===== config.mk =====
export PLATFORM = sky130hd
export DESIGN_NAME = port_select_bank
export DESIGN_NICKNAME = d
export VERILOG_FILES = /design/src/port_sel_pkg.sv /design/src/port_select_bank.sv
export SDC_FILE = /design/constraint.sdc
export NUM_CORES = 1
export LEC_CHECK = 0
export ABC_AREA = 0
export ABC_CLOCK_PERIOD_IN_PS = 2700
export BUFFER_PORTS_ARGS = -buffer_cell sky130_fd_sc_hd__buf_2
export CORE_AREA = 2 2 79 81
export DETAILED_ROUTE_END_ITERATION = 8
export DIE_AREA = 0 0 81 83
export HOLD_SLACK_MARGIN = 0.05
export SYNTH_ARGS = -nofsm -noshare
export SYNTH_HDL_FRONTEND = slang
export SYNTH_SLANG_ARGS = --single-unit

===== constraint.sdc =====
create_clock -name core_clk -period 2.7 [get_ports core_clk]
set_input_delay 0.54 -clock core_clk [delete_from_list [all_inputs] [get_ports core_clk]]
set_output_delay 0.54 -clock core_clk [all_outputs]
set_load 0.02 [all_outputs]

===== src/port_sel_pkg.sv =====
// shared constants for the port select, pin status and edge counter bank
// assumes an i2c slave front end that decodes a byte address per access
package port_sel_pkg;
	localparam logic [7:0] ADDR_PIN_STATUS_LOW  = 8'h1C;
	localparam logic [7:0] ADDR_PIN_STATUS_HIGH = 8'h1D;
	localparam logic [7:0] ADDR_PORT_SELECT     = 8'h1E;
	localparam logic [7:0] ADDR_EDGE_COUNTER    = 8'h1F;
	localparam logic [7:0] PORT_SELECT_RESET    = 8'h01;
	localparam logic [7:0] EDGE_COUNT_MAX       = 8'hFF;
	localparam logic [7:0] ZERO_BYTE            = 8'h00;
	localparam int         BIT_FIRST_SEL        = 0;
	localparam int         BIT_SECOND_SEL       = 1;
	localparam int         BIT_SEC_ADDR_EN      = 2;
	localparam logic [6:0] SECONDARY_ADDR_STEP  = 7'h01;
	localparam int         OSC_PERIOD_NS        = 40;
	localparam int         CORE_PERIOD_NS       = 5;
	// last core cycle of one oscillator period; the divider counts 0 up to this
	localparam logic [2:0] OSC_DIV_LAST         = 3'(OSC_PERIOD_NS / CORE_PERIOD_NS - 1);
endpackage


===== src/port_select_bank.sv =====
// port select, pin status and pixel clock edge counter registers
// assumes an i2c slave delivers one-cycle read/write strobes with the matched
// slave address; one window tick is one oscillator period, made from core_clk
`timescale 1ns/1ps
module port_select_bank (
	input  wire logic       core_clk,
	input  wire logic       resetn,
	input  wire logic [6:0] primary_slave_address,
	input  wire logic [6:0] i2c_addr,
	input  wire logic       i2c_wr,
	input  wire logic       i2c_rd,
	input  wire logic [7:0] reg_addr,
	input  wire logic [7:0] wr_data,
	input  wire logic [7:0] local_pins,
	input  wire logic [3:0] second_port_pins,
	input  wire logic       aux_pin_eight,
	input  wire logic       pixel_clk,
	output logic            addr_match,
	output logic            wr_first_port,
	output logic            wr_second_port,
	output logic            wr_shared,
	output logic            rd_second_port,
	output logic [7:0]      rd_data
);
	logic       secondary_address_enable;
	logic       second_port_select;
	logic       first_port_select;
	logic [7:0] port_sel, next_port_sel;
	logic [7:0] edge_count, next_edge_count;
	logic [7:0] window_left, next_window_left;
	logic [2:0] osc_div, next_osc_div;
	logic       osc_tick;
	logic [7:0] next_rd_data;
	logic       pix_s1, pix_s2, pix_s3;
	logic       at_primary, at_secondary, pix_rise;
	logic [6:0] secondary_addr;

	assign secondary_address_enable = port_sel[port_sel_pkg::BIT_SEC_ADDR_EN];
	assign second_port_select       = port_sel[port_sel_pkg::BIT_SECOND_SEL];
	assign first_port_select        = port_sel[port_sel_pkg::BIT_FIRST_SEL];

	// address decode; secondary only when enabled
	assign secondary_addr = primary_slave_address + port_sel_pkg::SECONDARY_ADDR_STEP;
	assign at_primary     = (i2c_addr == primary_slave_address);
	assign at_secondary   = secondary_address_enable && (i2c_addr == secondary_addr);
	assign addr_match     = at_primary || at_secondary;

	// port steering; secondary enable overrides both selects
	always_comb begin
		wr_first_port  = 1'b0;
		wr_second_port = 1'b0;
		wr_shared      = 1'b0;
		rd_second_port = 1'b0;
		if (at_secondary) begin
			wr_second_port = i2c_wr;
			wr_shared      = i2c_wr;
			rd_second_port = 1'b1;
		end else if (at_primary && secondary_address_enable) begin
			wr_first_port  = i2c_wr; // selects ignored
			wr_shared      = i2c_wr;
		end else if (at_primary) begin
			wr_second_port = i2c_wr && second_port_select;
			wr_first_port  = i2c_wr && first_port_select;
			wr_shared      = i2c_wr && (first_port_select || second_port_select);
			rd_second_port = second_port_select;
		end
	end

	// pixel clock into core domain; first stage read only by second
	always_ff @(posedge core_clk or negedge resetn) begin
		if (!resetn) begin
			pix_s1 <= 1'b0;
			pix_s2 <= 1'b0;
			pix_s3 <= 1'b0;
		end else begin
			pix_s1 <= pixel_clk;
			pix_s2 <= pix_s1;
			pix_s3 <= pix_s2;
		end
	end
	// limitation: pixel clock above core_clk/2 undercounts
	assign pix_rise = pix_s2 && !pix_s3;

	// oscillator period made from core cycles; window only shrinks on this tick
	assign osc_tick = (osc_div == port_sel_pkg::OSC_DIV_LAST);

	// register writes and edge counter window
	always_comb begin
		next_port_sel    = port_sel;
		next_edge_count  = edge_count;
		next_window_left = window_left;
		next_osc_div     = osc_div;
		if (window_left != port_sel_pkg::ZERO_BYTE) begin
			next_osc_div = osc_tick ? 3'h0 : osc_div + 3'h1;
			if (osc_tick)
				next_window_left = window_left - 8'h01;
			if (pix_rise && edge_count != port_sel_pkg::EDGE_COUNT_MAX)
				next_edge_count = edge_count + 8'h01;
		end
		if (addr_match && i2c_wr) begin
			if (reg_addr == port_sel_pkg::ADDR_PORT_SELECT)
				next_port_sel = {5'h00, wr_data[2:0]};
			if (reg_addr == port_sel_pkg::ADDR_EDGE_COUNTER) begin
				next_edge_count  = port_sel_pkg::ZERO_BYTE;
				next_window_left = wr_data;
				next_osc_div     = 3'h0; // restart divider so a window is whole ticks
			end
		end
	end

	always_ff @(posedge core_clk or negedge resetn) begin
		if (!resetn) begin
			port_sel    <= port_sel_pkg::PORT_SELECT_RESET;
			edge_count  <= 8'h00;
			window_left <= 8'h00;
			osc_div     <= 3'h0;
		end else begin
			port_sel    <= next_port_sel;
			edge_count  <= next_edge_count;
			window_left <= next_window_left;
			osc_div     <= next_osc_div;
		end
	end

	// read data, registered one cycle after the read strobe
	always_comb begin
		next_rd_data = rd_data;
		if (addr_match && i2c_rd) begin
			unique case (reg_addr)
				port_sel_pkg::ADDR_PIN_STATUS_LOW: begin
					next_rd_data = {local_pins[7:5], 1'b0,
						rd_second_port ? second_port_pins : local_pins[3:0]};
				end
				port_sel_pkg::ADDR_PIN_STATUS_HIGH: next_rd_data = {7'h00, aux_pin_eight};
				port_sel_pkg::ADDR_PORT_SELECT:     next_rd_data = port_sel;
				port_sel_pkg::ADDR_EDGE_COUNTER:    next_rd_data = edge_count;
				default:                            next_rd_data = port_sel_pkg::ZERO_BYTE;
			endcase
		end
	end

	always_ff @(posedge core_clk or negedge resetn) begin
		if (!resetn)
			rd_data <= 8'h00;
		else
			rd_data <= next_rd_data;
	end

	// checks
	property p_sat;
		@(posedge core_clk) disable iff (!resetn)
		edge_count == 8'hFF && !(addr_match && i2c_wr) |=> edge_count == 8'hFF;
	endproperty
	a_sat: assert property (p_sat) else $error("edge count wrapped");

	property p_clear;
		@(posedge core_clk) disable iff (!resetn)
		addr_match && i2c_wr && reg_addr == port_sel_pkg::ADDR_EDGE_COUNTER
		|=> edge_count == 8'h00 && window_left == $past(wr_data);
	endproperty
	a_clear: assert property (p_clear) else $error("counter write did not restart");

	property p_freeze;
		@(posedge core_clk) disable iff (!resetn)
		window_left == 8'h00 && !(addr_match && i2c_wr) |=> $stable(edge_count);
	endproperty
	a_freeze: assert property (p_freeze) else $error("count moved outside window");

	property p_window;
		@(posedge core_clk) disable iff (!resetn)
		window_left != port_sel_pkg::ZERO_BYTE && osc_tick && !(addr_match && i2c_wr)
		|=> window_left == $past(window_left) - 8'h01;
	endproperty
	a_window: assert property (p_window) else $error("window did not shrink on tick");

	property p_hold;
		@(posedge core_clk) disable iff (!resetn)
		!osc_tick && !(addr_match && i2c_wr) |=> $stable(window_left);
	endproperty
	a_hold: assert property (p_hold) else $error("window moved between ticks");

	// first tick of a fresh window comes eight core cycles after the write
	property p_tick;
		@(posedge core_clk) disable iff (!resetn)
		addr_match && i2c_wr && reg_addr == port_sel_pkg::ADDR_EDGE_COUNTER
		&& wr_data != port_sel_pkg::ZERO_BYTE ##1 !(addr_match && i2c_wr) [*7] |=> osc_tick;
	endproperty
	a_tick: assert property (p_tick) else $error("oscillator tick spacing wrong");

	property p_sec_addr;
		@(posedge core_clk) disable iff (!resetn)
		i2c_addr == secondary_addr && !at_primary |-> addr_match == secondary_address_enable;
	endproperty
	a_sec_addr: assert property (p_sec_addr) else $error("secondary address decode wrong");

	property p_override;
		@(posedge core_clk) disable iff (!resetn)
		at_primary && !at_secondary && secondary_address_enable |-> !rd_second_port;
	endproperty
	a_override: assert property (p_override) else $error("selects not ignored");

	property p_wr2;
		@(posedge core_clk) disable iff (!resetn)
		at_primary && !secondary_address_enable && second_port_select && i2c_wr |-> wr_second_port && wr_shared;
	endproperty
	a_wr2: assert property (p_wr2) else $error("second port write missed");

	property p_wr1;
		@(posedge core_clk) disable iff (!resetn)
		at_primary && !secondary_address_enable && first_port_select && i2c_wr |-> wr_first_port && wr_shared;
	endproperty
	a_wr1: assert property (p_wr1) else $error("first port write missed");

	property p_high;
		@(posedge core_clk) disable iff (!resetn)
		addr_match && i2c_rd && reg_addr == port_sel_pkg::ADDR_PIN_STATUS_HIGH |=> rd_data[7:1] == 7'h00;
	endproperty
	a_high: assert property (p_high) else $error("reserved bits nonzero");

	property p_cnt_rd;
		@(posedge core_clk) disable iff (!resetn)
		addr_match && i2c_rd && reg_addr == port_sel_pkg::ADDR_EDGE_COUNTER |=> rd_data == $past(edge_count);
	endproperty
	a_cnt_rd: assert property (p_cnt_rd) else $error("counter read wrong");

	property p_remote;
		@(posedge core_clk) disable iff (!resetn)
		at_primary && !secondary_address_enable && second_port_select && i2c_rd
		&& reg_addr == port_sel_pkg::ADDR_PIN_STATUS_LOW |=> rd_data[3:0] == $past(second_port_pins);
	endproperty
	a_remote: assert property (p_remote) else $error("second port pins not shown");
endmodule


==> results.toml <==
[outcome]
status = "complete, no violations"

[logic_synthesis]
avgSynthCellArea_sq_um = 9.57
synth_ff_type = "dfrtp_1"
synth_area_leaders = "dfrtp_1 41%, xnor2_1 5.8%, nand2_1 5.1%, mux2_2 4.0%, ha_1 3.8%"
ys_warn_count = 0
syn_inst = 206
synth_seq_area_share_pct = 41.9
synth_edf_count = 0
synth.distinct_cells = 45
synth_top_area_share_pct = 40.6
async_reset_ff_share_pct = 100
ys_ff_latch = 33
syn_nets = 260
synth_area_sq_um = 1970
yosysTopAreaCell = "dfrtp_1"

[clocking]
root_buffer = "clkbuf_8"
cts_buffer_depth = 2
numCtsBuffers = 5
clkLatencyLatePin_ps = 290
clk_pin_slew_ps = 70
numClockSinks = 33
cts.htree.levels = 2
hold_buffers = 0
cts_tree = "done"

[route]
wl_per_cell_um = 13.1
drt_iter0_markers = 53
drcViolationCount = 0
drt-total-wl_um = 4620
firstDrtPassIters = 4
via_per_inst = 4.93
vias = 1746
ant_nets = 0

[final_layout]
syn_to_final_growth_pct = 31.2
layout.cells.non_filler = 354
final_cell_mix = "56 x buf_2, 32 x dfrtp_1, 27 x nand2_1, 17 x nor2_1, 14 x buf_4"
fillers = 585
seq_area_sq_um = 827
layout-drive-gt1-share_pct = 35.5
multi_input_area_sq_um = 1160
mostFrequentLayoutCell = "buf_2"
diodes = 0
fin_nets = 332

[sta]
whs_ps = 297
skew_ps = 7.40
maxSlewHeadroom_pct = 51.8
fin_tns_setup_ps = 0
fin_ws_ps = 76.2
clock.fmax_mhz = 381
setup_viol = 0
drv_slew = 0
hold_violations = 0
finalCritPeriodShare_pct = 97.2
tightest_slew_ps = 723
post-route-min-period_ps = 2620

[critical_path]
cp_cell_sequence = "buf_6 > ha_4 > o21bai_1 > o221ai_1 > o31a_1 > or4_4 > a21oi_2 > buf_4"
endpoint_kind = "primary output"
cpPeakStageDelay_ps = 580
path_max_fanout = 4
cp.required_ps = 2160
critPathLaunchType = "input port"
arrival_ps = 2080
path_class = "input port to primary output"
rr_worst_depth = 8
critPathSlowestCell = "or4_4"

[power]
switching_power_uw = 414
p_leak_nw = 1.20
max-vdd-ir-drop_v = 0.000287
share_comb_of_total_power_pct = 20.3
p_int_uw = 883
p_sw_share_pct = 31.9
p_per_area_nw_per_um2 = 502
power_frac_clock_pct = 28.3
p_seq_share_pct = 51.4

[floorplan]
core-area_sq_um = 5820
die-area_sq_um = 6720
die_y_um = 83
ios = 61
die_w_um = 81
start_util_pct = 33.9
placementRows = 28

[run]
drv_cap = 0

[hold_path]
hold_path.class = "input port to asynchronous set/reset pin"

[placed_design]
dp.cells = 345
numPortBuffers = 59
place_congestion = 0.829
post-place-ws_ps = -105
dp_hpwl_um = 3460

[global_routing]
first_global_vias = 1687
grtUsageTotal_pct = 14.2
grt_max_degree = 34
grt_pass1_wl_um = 7490
antenna_found_initial = 0
grt-ovfl-total = 0
cell usage after synthesis, types with 2 or more instances:
| cell | count |
|---|---|
| xor2_1 | 8 |
| o21bai_1 | 2 |
| o21ai_0 | 10 |
| nand2b_1 | 2 |
| nor2_1 | 17 |
| nor4_1 | 2 |
| a22oi_1 | 3 |
| xnor2_1 | 13 |
| o31ai_1 | 5 |
| clkbuf_1 | 3 |
| buf_1 | 3 |
| mux2_2 | 7 |
| nor4b_1 | 3 |
| inv_1 | 5 |
| dfrtp_1 | 32 |
| ha_1 | 6 |
| nand3_1 | 6 |
| nand4_1 | 4 |
| nand2_1 | 27 |
| and3_1 | 3 |
| mux2i_1 | 5 |
| nor3_1 | 2 |
| a21oi_1 | 11 |
| a221oi_1 | 3 |
| or3_1 | 4 |
final timing paths:
check | from | to | slack, ps
worst max-delay path | primary_slave_address[1] | wr_second_port | 80
worst min-delay path | resetn | window_left[5] | 300
worst max register to register | window_left[0] | edge_count[7] | 400
worst min register to register | pix_s1 | pix_s2 | 360
max in group asynchronous | resetn | pix_s1 | 1930
min in group core_clk | pixel_clk | pix_s1 | 350
through the flow:
stage          area [sq um]  util, %  total power [mW]
2_1_floorplan          1970        -             0.817
3_3_place_gp           2420     41.7             0.914
3_5_place_dp           2420     41.7             0.928
4_1_cts                2510     43.2              1.30
5_1_grt                2590     44.5              1.38
6_report               2590     44.5              1.30
power groups by stage:
stage / Clock [mW] / Sequential (mW) / Combinational [mW]
floorplan: 0 / 0.644 / 0.173
global route: 0.402 / 0.678 / 0.301
detailed placement: 0 / 0.673 / 0.254
finish: 0.367 / 0.667 / 0.263
global placement: 0 / 0.670 / 0.244
CTS: 0.380 / 0.666 / 0.254
timing repair:
action                     in CTS  in global routing
buffers inserted                0                  1
pin swaps                       1                  4
hold endpoints to repair        0                  0
setup endpoints to repair       2                  3
gates resized for setup         3                 10
worst max-delay path, delay by kind of cell:
family	cells	cell delay, ps
simple gates	1	580
compound gates	4	540
buf+inv	2	250
fa+ha+maj	1	160
logic make-up (layout without fill, tap and decap cells):
group / Yosys count / count (layout) / share of synthesized area, %
AND/OR/NAND/NOR: 80 / 80 / 21.7
AO/OA/AOI/OAI: 41 / 41 / 13.5
flip-flops: 33 / 33 / 41.9
XOR/XNOR: 22 / 22 / 10.2
multiplexers: 12 / 12 / 6.54
buffers and inverters: 12 / 85 / 2.35
adder cells (fa/ha/maj): 6 / 6 / 3.81
final cells by class:
type	instances	area share, %
Clock buffer	6	2.81
Clock inverter	2	0.387
Inverter	5	0.726
Multi-Input combinational cell	161	44.7
Sequential cell	33	32.0
Tap cell	75	3.63
Timing Repair Buffer	72	15.8
state kept, by name, summed over array words and instances, names as in the netlist:
| signal | count |
|---|---|
| edge_count | 8 |
| osc_div | 3 |
| pix_s1 | 1 |
| pix_s2 | 1 |
| pix_s3 | 1 |
| port_sel | 3 |
| rd_data | 8 |
| window_left | 8 |
layer usage:
layer	GRT usage [%]	vias up	share of wire (%)
met2	21.6	46	46
met1	19.0	810	47
met5	0	-	0
li1	-	881	-
met3	3.26	9	4.9
met4	6.01	0	2.3
Note: power is estimated with default switching activity, not from simulation.
